**config.mk**
```make
export PLATFORM = sky130hd
export DESIGN_NAME = srt_report
export DESIGN_NICKNAME = d
export VERILOG_FILES = /design/src/design/srt_report.v /design/src/design/srt_throttle.v
export VERILOG_INCLUDE_DIRS = /design/src /design/src/design
export SDC_FILE = /design/constraint.sdc
export NUM_CORES = 1
export LEC_CHECK = 0
export BUFFER_PORTS_ARGS = -buffer_cell sky130_fd_sc_hd__buf_2
export CORE_MARGIN = 3
export CORE_UTILIZATION = 64
export CTS_BUF_LIST = sky130_fd_sc_hd__clkbuf_8
export DETAILED_ROUTE_END_ITERATION = 8
export PLACE_DENSITY = 0.84
export SKIP_LAST_GASP = 1
export SYNTH_ARGS = -nofsm -noshare
export SYNTH_HDL_FRONTEND = slang
export SYNTH_SLANG_ARGS = --single-unit
export TNS_END_PERCENT = 10
```
**constraint.sdc**
```tcl
create_clock -name pclk -period 9.1 [get_ports pclk]
set_input_delay 0.91 -clock pclk [delete_from_list [all_inputs] [get_ports pclk]]
set_output_delay 0.91 -clock pclk [all_outputs]
set_load 0.02 [all_outputs]
```
**src/design/srt_defines.vh**
```
`ifndef SRT_DEFINES_VH
`define SRT_DEFINES_VH

// Clock and timebase
`define SRT_CLK_PERIOD_NS    4
`define SRT_TICK_NS          10000000
`define SRT_TICK_CYCLES      (`SRT_TICK_NS / `SRT_CLK_PERIOD_NS)
// Interval units expressed in 0.01 s ticks
`define SRT_UNIT_TENTH       10
`define SRT_UNIT_HUNDREDTH   1
// Threshold scaling against sample resolution
`define SRT_P_SMUL           1
`define SRT_P_TMUL           10
`define SRT_T_SMUL           10
`define SRT_T_TMUL           1

// APB register byte offsets
`define SRT_OFF_CTRL         12'h000
`define SRT_OFF_P_LONG       12'h004
`define SRT_OFF_P_SHORT      12'h008
`define SRT_OFF_P_THRESH     12'h00c
`define SRT_OFF_T_LONG       12'h010
`define SRT_OFF_T_SHORT      12'h014
`define SRT_OFF_T_THRESH     12'h018
`define SRT_OFF_STATUS       12'h01c
`define SRT_OFF_P_ELAPSED    12'h020
`define SRT_OFF_T_ELAPSED    12'h024
`define SRT_OFF_P_COUNT      12'h028
`define SRT_OFF_T_COUNT      12'h02c

// Field positions
`define SRT_CTRL_ENABLE      0
`define SRT_STAT_PRESENT     0
`define SRT_STAT_ENABLED     1
`define SRT_STAT_P_SEEN      2
`define SRT_STAT_T_SEEN      3

// Reset values
`define SRT_RST_CTRL         32'h0000_0001
`define SRT_RST_LONG         16'h0000
`define SRT_RST_SHORT        16'h0000
`define SRT_RST_THRESH       32'h7fff_ffff

`endif

```
**src/design/srt_report.v**
```verilog
// Chosen here: the APB register port and the address map.
`include "srt_defines.vh"

module srt_report #(
  parameter        PW          = 32,
  parameter        TW          = 16,
  parameter [31:0] TICK_CYCLES = `SRT_TICK_CYCLES
) (
  input  wire          pclk,
  input  wire          presetn,
  input  wire          psel,
  input  wire          penable,
  input  wire          pwrite,
  input  wire [11:0]   paddr,
  input  wire [31:0]   pwdata,
  output reg  [31:0]   prdata,
  output wire          pready,
  output reg           pslverr,
  input  wire [PW-1:0] pressure_sample,
  input  wire [31:0]   pressure_real_sample,
  input  wire          pressure_sample_valid,
  input  wire [TW-1:0] temperature_sample,
  input  wire          temperature_sample_valid,
  input  wire          bleed_sensor_present,
  output reg  [PW-1:0] pressure_scaled_out,
  output reg  [31:0]   pressure_real_out,
  output reg           pressure_out_valid,
  output reg           pressure_update,
  output reg  [TW-1:0] temperature_out,
  output reg           temperature_update
);

  // Timebase: one pulse every 0.01 s
  reg  [31:0] tick_cnt_r;
  reg         tick_r;

  always @(posedge pclk or negedge presetn) begin
    if (!presetn) begin
      tick_cnt_r <= 32'h0;
      tick_r     <= 1'b0;
    end else if (tick_cnt_r >= TICK_CYCLES - 32'h1) begin
      tick_cnt_r <= 32'h0;
      tick_r     <= 1'b1;
    end else begin
      tick_cnt_r <= tick_cnt_r + 32'h1;
      tick_r     <= 1'b0;
    end
  end

  // Sensor-present pin is asynchronous
  reg present_meta_r;
  reg present_r;

  always @(posedge pclk or negedge presetn) begin
    if (!presetn) begin
      present_meta_r <= 1'b0;
      present_r      <= 1'b0;
    end else begin
      present_meta_r <= bleed_sensor_present;
      present_r      <= present_meta_r;
    end
  end

  // Configuration registers and send counters
  reg  [31:0] ctrl_r;
  reg  [15:0] longest_send_interval_p_r;
  reg  [15:0] shortest_send_interval_p_r;
  reg  [31:0] pressure_change_threshold_r;
  reg  [15:0] longest_send_interval_t_r;
  reg  [15:0] shortest_send_interval_t_r;
  reg  [31:0] temperature_change_threshold_r;
  reg  [31:0] p_count_r;
  reg  [31:0] t_count_r;

  wire        enable = ctrl_r[`SRT_CTRL_ENABLE];
  wire        p_send;
  wire        t_send;
  wire [31:0] p_elapsed;
  wire [31:0] t_elapsed;
  wire        p_seen;
  wire        t_seen;

  // APB slave, zero wait states
  assign pready = 1'b1;
  wire wr_en = psel && penable && pwrite;
  // Read data latched in setup so it stands through access
  wire rd_setup = psel && !penable && !pwrite;

  reg addr_ok;
  always @* begin
    case (paddr)
      `SRT_OFF_CTRL,
      `SRT_OFF_P_LONG,
      `SRT_OFF_P_SHORT,
      `SRT_OFF_P_THRESH,
      `SRT_OFF_T_LONG,
      `SRT_OFF_T_SHORT,
      `SRT_OFF_T_THRESH,
      `SRT_OFF_STATUS,
      `SRT_OFF_P_ELAPSED,
      `SRT_OFF_T_ELAPSED,
      `SRT_OFF_P_COUNT,
      `SRT_OFF_T_COUNT: addr_ok = 1'b1;
      default:          addr_ok = 1'b0;
    endcase
  end

  always @* begin
    pslverr = psel && penable && !addr_ok;
  end

  always @(posedge pclk or negedge presetn) begin
    if (!presetn) begin
      ctrl_r                         <= `SRT_RST_CTRL;
      longest_send_interval_p_r      <= `SRT_RST_LONG;
      shortest_send_interval_p_r     <= `SRT_RST_SHORT;
      longest_send_interval_t_r      <= `SRT_RST_LONG;
      shortest_send_interval_t_r     <= `SRT_RST_SHORT;
      pressure_change_threshold_r    <= `SRT_RST_THRESH;
      temperature_change_threshold_r <= `SRT_RST_THRESH;
    end else if (wr_en) begin
      case (paddr)
        `SRT_OFF_CTRL:     ctrl_r                         <= {31'h0, pwdata[0]};
        `SRT_OFF_P_LONG:   longest_send_interval_p_r      <= pwdata[15:0];
        `SRT_OFF_P_SHORT:  shortest_send_interval_p_r     <= pwdata[15:0];
        `SRT_OFF_P_THRESH: pressure_change_threshold_r    <= pwdata;
        `SRT_OFF_T_LONG:   longest_send_interval_t_r      <= pwdata[15:0];
        `SRT_OFF_T_SHORT:  shortest_send_interval_t_r     <= pwdata[15:0];
        `SRT_OFF_T_THRESH: temperature_change_threshold_r <= pwdata;
        default: ;
      endcase
    end
  end

  // Status word assembled from the field positions
  reg [31:0] status_word;
  always @* begin
    status_word                    = 32'h0;
    status_word[`SRT_STAT_PRESENT] = present_r;
    status_word[`SRT_STAT_ENABLED] = enable;
    status_word[`SRT_STAT_P_SEEN]  = p_seen;
    status_word[`SRT_STAT_T_SEEN]  = t_seen;
  end

  // Interval registers read back sign-extended
  always @(posedge pclk or negedge presetn) begin
    if (!presetn) begin
      prdata <= 32'h0;
    end else if (rd_setup) begin
      case (paddr)
        `SRT_OFF_CTRL:      prdata <= ctrl_r;
        `SRT_OFF_P_LONG:    prdata <= {{16{longest_send_interval_p_r[15]}},
                                       longest_send_interval_p_r};
        `SRT_OFF_P_SHORT:   prdata <= {{16{shortest_send_interval_p_r[15]}},
                                       shortest_send_interval_p_r};
        `SRT_OFF_P_THRESH:  prdata <= pressure_change_threshold_r;
        `SRT_OFF_T_LONG:    prdata <= {{16{longest_send_interval_t_r[15]}},
                                       longest_send_interval_t_r};
        `SRT_OFF_T_SHORT:   prdata <= {{16{shortest_send_interval_t_r[15]}},
                                       shortest_send_interval_t_r};
        `SRT_OFF_T_THRESH:  prdata <= temperature_change_threshold_r;
        `SRT_OFF_STATUS:    prdata <= status_word;
        `SRT_OFF_P_ELAPSED: prdata <= p_elapsed;
        `SRT_OFF_T_ELAPSED: prdata <= t_elapsed;
        `SRT_OFF_P_COUNT:   prdata <= p_count_r;
        `SRT_OFF_T_COUNT:   prdata <= t_count_r;
        default:            prdata <= 32'h0;
      endcase
    end
  end

  // Floating form follows the integer sample it was paired with
  reg [31:0]   p_real_hold_r;
  reg [PW-1:0] p_int_hold_r;
  reg [TW-1:0] t_int_hold_r;

  always @(posedge pclk or negedge presetn) begin
    if (!presetn) begin
      p_real_hold_r <= 32'h0;
      p_int_hold_r  <= {PW{1'b0}};
    end else if (pressure_sample_valid) begin
      p_real_hold_r <= pressure_real_sample;
      p_int_hold_r  <= pressure_sample;
    end
  end

  // Mirrors the throttle's stored reading, taken on the same strobe
  always @(posedge pclk or negedge presetn) begin
    if (!presetn) begin
      t_int_hold_r <= {TW{1'b0}};
    end else if (temperature_sample_valid) begin
      t_int_hold_r <= temperature_sample;
    end
  end

  // pressure throttled only while a sensor is present
  wire p_enable = enable && present_r;

  // pressure intervals in 0.1 s units
  srt_throttle #(
    .W          (PW),
    .LONG_UNIT  (`SRT_UNIT_TENTH),
    .SHORT_UNIT (`SRT_UNIT_TENTH),
    .SMUL       (`SRT_P_SMUL),
    .TMUL       (`SRT_P_TMUL)
  ) u_pressure (
    .pclk         (pclk),
    .presetn      (presetn),
    .tick         (tick_r),
    .enable       (p_enable),
    .sample       (pressure_sample),
    .sample_valid (pressure_sample_valid),
    .longest      (longest_send_interval_p_r),
    .shortest     (shortest_send_interval_p_r),
    .threshold    (pressure_change_threshold_r),
    .send         (p_send),
    .sent_value_r (),
    .elapsed_r    (p_elapsed),
    .seen_r       (p_seen)
  );

  // temperature shortest in 0.01 s units
  srt_throttle #(
    .W          (TW),
    .LONG_UNIT  (`SRT_UNIT_TENTH),
    .SHORT_UNIT (`SRT_UNIT_HUNDREDTH),
    .SMUL       (`SRT_T_SMUL),
    .TMUL       (`SRT_T_TMUL)
  ) u_temperature (
    .pclk         (pclk),
    .presetn      (presetn),
    .tick         (tick_r),
    .enable       (enable),
    .sample       (temperature_sample),
    .sample_valid (temperature_sample_valid),
    .longest      (longest_send_interval_t_r),
    .shortest     (shortest_send_interval_t_r),
    .threshold    (temperature_change_threshold_r),
    .send         (t_send),
    .sent_value_r (),
    .elapsed_r    (t_elapsed),
    .seen_r       (t_seen)
  );

  // Published values change only on a send
  always @(posedge pclk or negedge presetn) begin
    if (!presetn) begin
      pressure_scaled_out <= {PW{1'b0}};
      pressure_real_out   <= 32'h0;
      pressure_update     <= 1'b0;
      p_count_r           <= 32'h0;
    end else begin
      pressure_update <= p_send;
      if (p_send) begin
        pressure_scaled_out <= p_int_hold_r;
        pressure_real_out   <= p_real_hold_r;
        p_count_r           <= p_count_r + 32'h1;
      end
    end
  end

  always @(posedge pclk or negedge presetn) begin
    if (!presetn) begin
      pressure_out_valid <= 1'b0;
    end else if (!present_r) begin
      pressure_out_valid <= 1'b0;
    end else if (p_send) begin
      pressure_out_valid <= 1'b1;
    end
  end

  always @(posedge pclk or negedge presetn) begin
    if (!presetn) begin
      temperature_out    <= {TW{1'b0}};
      temperature_update <= 1'b0;
      t_count_r          <= 32'h0;
    end else begin
      temperature_update <= t_send;
      if (t_send) begin
        temperature_out <= t_int_hold_r;
        t_count_r       <= t_count_r + 32'h1;
      end
    end
  end

endmodule

```
**src/design/srt_throttle.v**
```verilog
module srt_throttle #(
  parameter W          = 32,
  parameter LONG_UNIT  = 10,
  parameter SHORT_UNIT = 10,
  parameter SMUL       = 1,
  parameter TMUL       = 10
) (
  input  wire                pclk,
  input  wire                presetn,
  input  wire                tick,
  input  wire                enable,
  input  wire [W-1:0]        sample,
  input  wire                sample_valid,
  input  wire [15:0]         longest,
  input  wire [15:0]         shortest,
  input  wire [31:0]         threshold,
  output reg                 send,
  output reg  [W-1:0]        sent_value_r,
  output reg  [31:0]         elapsed_r,
  output reg                 seen_r
);

  localparam [31:0] LU = LONG_UNIT;
  localparam [31:0] SU = SHORT_UNIT;
  localparam [31:0] SM = SMUL;
  localparam [31:0] TM = TMUL;

  reg  [W-1:0] sample_r;
  reg  [W-1:0] sample_nxt;
  reg          seen_nxt;

  // Negative intervals behave as zero
  wire [31:0] long_mag  = longest[15] ? 32'h0 : {16'h0, longest};
  wire [31:0] short_mag = shortest[15] ? 32'h0 : {16'h0, shortest};
  wire [31:0] long_ticks  = long_mag * LU;
  wire [31:0] short_ticks = short_mag * SU;

  wire signed [39:0] cur_ext  = {{(40-W){sample_r[W-1]}}, sample_r};
  wire signed [39:0] sent_ext = {{(40-W){sent_value_r[W-1]}}, sent_value_r};
  wire signed [39:0] diff     = cur_ext - sent_ext;
  wire        [39:0] diff_mag = diff[39] ? (40'h0 - diff) : diff;
  wire        [55:0] diff_sc  = diff_mag * SM;
  wire        [47:0] thr_sc   = {16'h0, threshold} * TM;

  wire short_ok = (elapsed_r >= short_ticks);
  wire long_due = (long_ticks != 32'h0) && (elapsed_r >= long_ticks);
  // Negative threshold disables the change trigger
  wire delta_hit = !threshold[31] && (diff_sc >= {8'h0, thr_sc});

  always @* begin
    sample_nxt = sample_valid ? sample : sample_r;
    seen_nxt   = seen_r | sample_valid;
    send = enable && seen_r && short_ok && (long_due || delta_hit);
  end

  always @(posedge pclk or negedge presetn) begin
    if (!presetn) begin
      sample_r     <= {W{1'b0}};
      sent_value_r <= {W{1'b0}};
      elapsed_r    <= 32'h0;
      seen_r       <= 1'b0;
    end else begin
      sample_r <= sample_nxt;
      seen_r   <= seen_nxt;
      if (send) begin
        sent_value_r <= sample_r;
        elapsed_r    <= 32'h0;
      end else if (tick && elapsed_r != 32'hffff_ffff) begin
        elapsed_r <= elapsed_r + 32'h1;
      end
    end
  end

endmodule
```
==> results.yml <==
timing:
  max_slew_margin_pct: 30.4
  fin_crit_sh_pct: 91.8
  fmax_ghz: 0.120
  setup_viol: 0
  tightest_slew_ns: 1.04
  drv_slew: 0
  setup_tns_ns: 0
  period_minus_slack_ns: 8.36
  rsz0062_at_grt: "false"
  final_hold_viol_count: 0
  clock_skew_ns: 0.0395
  whs_ns: 0.272
critical_path:
  reg2reg_slack_ns: 0.74
  arrival_ns: 8.92
  max_stage_delay_ns: 0.55
  crit_required_ns: 9.66
  rr_worst_depth: 31
  crit_path_start_kind: "flip-flop"
  reg2reg_to: "u_temperature.sent_value_r[0]$_DFFE_PN0P_"
  cp_max_fo: 51
  crit_slowest_cell: "nor4b_1"
  end_kind: "flip-flop"
  crit_type: "reg -> reg"
  crit_top_cell: "ha_1"
  reg2reg_from: "u_temperature.sent_value_r[0]$_DFFE_PN0P_"
clock_tree:
  cts_buffers: 83
  clock-root-buffer: "clkbuf_8"
  clkSinkCount: 489
  worstSkewPairLatency_ns: 0.71
  clk_path_buf_depth: 3
  clkTransAtPathRegs_ns: 0.06
  post_cts_buffers: 0
  h-tree-depth: 3
  tritoncts: "yes"
logic_synthesis:
  ys_async_sr_fraction_pct: 100
  seq_area_frac_synth_pct: 35.8
  synth_cell_type_count: 87
  ys_seq_elements: 489
  synth_edf_count: 0
  avgSynthCellArea_um2: 9.58
  syn_area_mm2: 0.0344
  syn_inst: 3592
  yosysWarningCount: 0
  ys.flop_type: "dfrtp_1"
power:
  ir_worst_vdd_mv: 0.131
  power.density_mw_per_mm2: 164
  power.leakage_nw: 18.6
grt:
  grt_pass1_vias: 28200
  overflow: 0
  grt_pass1_wl_um: 150000
  antenna_found_initial: 10
  grt_usage_pct: 33.0
  grt_max_degree: 180
floorplan:
  start_util_pct: 65.1
  dieHeight_um: 238
  row_count: 84
  core_area_mm2: 0.0529
  pin_count: 249
  die_w_um: 238
  design.die.area_mm2: 0.0566
layout:
  drive_gt1_share_pct: 18.5
  regArea_mm2: 0.0123
  nets: 4418
  area_growth_pct: 11.2
  postLayoutCoreUtil_pct: 72.4
  multi_input_area_mm2: 0.0212
  nFillCells: 3914
routing:
  dr.first_iter.drc_count: 2466
  via_per_inst: 6.33
  drt_wl_total_um: 94800
  avgRoutedWirePerCell_um: 20.5
  first_pass_iters: 9
  num_vias: 29400
  drc_errors: 1
  ant_nets: 0
min_path:
  hp-class: "in -> async"
outcome:
  status: "complete, but fails checks"
  failed_checks: "DRC"
placed_design:
  port_buffers: 247
  place_congestion: 0.948
  dp_hpwl_um: 70200
run:
  drv_cap: 0
[routing by layer]
layer	global-route usage, %	vias to the layer above	share of wire [%]
li1	-	13600	-
met1	43.4	14100	41
met2	51.2	1303	44
met3	7.87	324	9.3
met4	17.3	10	5.6
met5	0	-	0.073
[per-stage QoR]
stage               power, mW  cell area (µm²)  setup slack, ns  cells
detailed placement       4.18            36500            0.469   4481
global placement         4.12            36500            0.621   4481
finish                   6.29            38300            0.744   4636
CTS                      6.26            38300            0.421   4631
floorplan                3.70            34600             1.52   3649
global route             6.64            38300            0.102   4634
[state kept, by name, indices dropped and copies added (netlist names), 16 cells and up]
signal                          cells
longest_send_interval_p_r          16
u_temperature.sent_value_r         16
longest_send_interval_t_r          16
prdata                             32
p_real_hold_r                      32
u_temperature.sample_r             16
u_pressure.sample_r                32
shortest_send_interval_t_r         16
pressure_real_out                  32
tick_cnt_r                         32
temperature_change_threshold_r     32
p_count_r                          32
shortest_send_interval_p_r         16
t_count_r                          32
u_temperature.elapsed_r            32
pressure_change_threshold_r        32
u_pressure.elapsed_r               32
u_pressure.sent_value_r            32
[worst max-delay path: cells and delay by family, from the launching register on]
kind | cells | cell delay (ns)
and+or+nand+nor | 13 | 3.56
AOI/OAI and AO/OA | 11 | 2.17
adders and majority gates | 5 | 1.59
DFF | 1 | 0.40
muxes | 1 | 0.35
xor gates and xnor gates | 1 | 0.16
[cells in the final DEF (no fill, tap or decap), drive strengths merged, types with 126 or more instances in the layout]
master / netlist / final
nand3: 129 / 129
xnor2: 178 / 178
dfrtp: 426 / 426
buf: 13 / 276
o21ai: 207 / 207
mux2: 210 / 210
xor2: 126 / 126
nor2: 266 / 266
a21oi: 183 / 183
ha: 401 / 401
inv: 181 / 216
nand2: 214 / 214
[synthesized netlist by cell type, types with 27 or more instances]
cell type / number / area, µm²
o21ai_0: 203 / 1020
nand2_1: 214 / 803
dfstp_2: 63 / 1660
a21oi_1: 183 / 916
xnor2_1: 178 / 1560
ha_1: 401 / 5020
mux2_2: 210 / 2360
nor3_1: 43 / 215
and3_1: 60 / 375
xor2_1: 126 / 1100
nand3_1: 129 / 646
nor2b_1: 71 / 444
a31oi_1: 38 / 238
nor2_1: 256 / 961
nand2b_1: 42 / 263
a21o_1: 66 / 495
inv_1: 180 / 676
dfrtp_1: 426 / 10700
nand4_1: 102 / 638
and2_1: 27 / 169
a221oi_1: 53 / 464
a22oi_1: 57 / 428
o21a_1: 28 / 210
clkbuf_1: 119 / 447
[worst max path at each step]
| stage | startpoint | to | slack (ns) |
|---|---|---|---|
| global route | u_temperature.sent_value_r[0]$_DFFE_PN0P_ | u_temperature.sent_value_r[0]$_DFFE_PN0P_ | 0.10 |
| finish | u_temperature.sent_value_r[0]$_DFFE_PN0P_ | u_temperature.sent_value_r[0]$_DFFE_PN0P_ | 0.74 |
| CTS | u_temperature.sample_r[0]$_DFFE_PN0P_ | t_count_r[1]$_DFFE_PN0P_ | 0.42 |
| global placement | u_temperature.sample_r[0]$_DFFE_PN0P_ | u_temperature.sent_value_r[0]$_DFFE_PN0P_ | 0.62 |
| detailed placement | u_temperature.sample_r[0]$_DFFE_PN0P_ | u_temperature.sent_value_r[0]$_DFFE_PN0P_ | 0.47 |
| floorplan | u_temperature.sent_value_r[0]$_DFFE_PN0P_ | u_temperature.elapsed_r[19]$_DFFE_PN0P_ | 1.52 |
[layout make-up]
class	instances	share of cell area (%)
clock buffers	105	3.78
diodes	5	0.0327
repair buffers	276	3.86
clock inverters	45	0.762
multi-input cells	2847	55.4
flip-flops and latches	489	32.2
well taps	688	2.25
inverters	181	1.78
[repair_timing]
item	4_1_cts	5_1_grt
resized for setup	0	2
setup endpoints to repair	0	81
hold buffers	0	0
[power breakdown]
group / internal (mW) / switching (mW) / total, mW / leakage [nW]
registers: 2.31 / 0.242 / 2.55 / 6.11
clock network: 1.11 / 0.954 / 2.06 / 1.01
logic: 0.710 / 0.969 / 1.68 / 11.4
[cells by family (layout without fill, tap and decap cells)]
family,count (synthesis),after routing,synth area share [%]
xor+xnor,304,304,7.74
fa+ha+maj,408,408,15.0
mux,215,215,7.02
buf+inv,313,607,3.48
flops,489,489,35.8
compound gates,808,808,15.5
other cells,2,64,0.0218
simple gates,1053,1053,15.5
No activity file was read; power rests on OpenSTA's default activity.
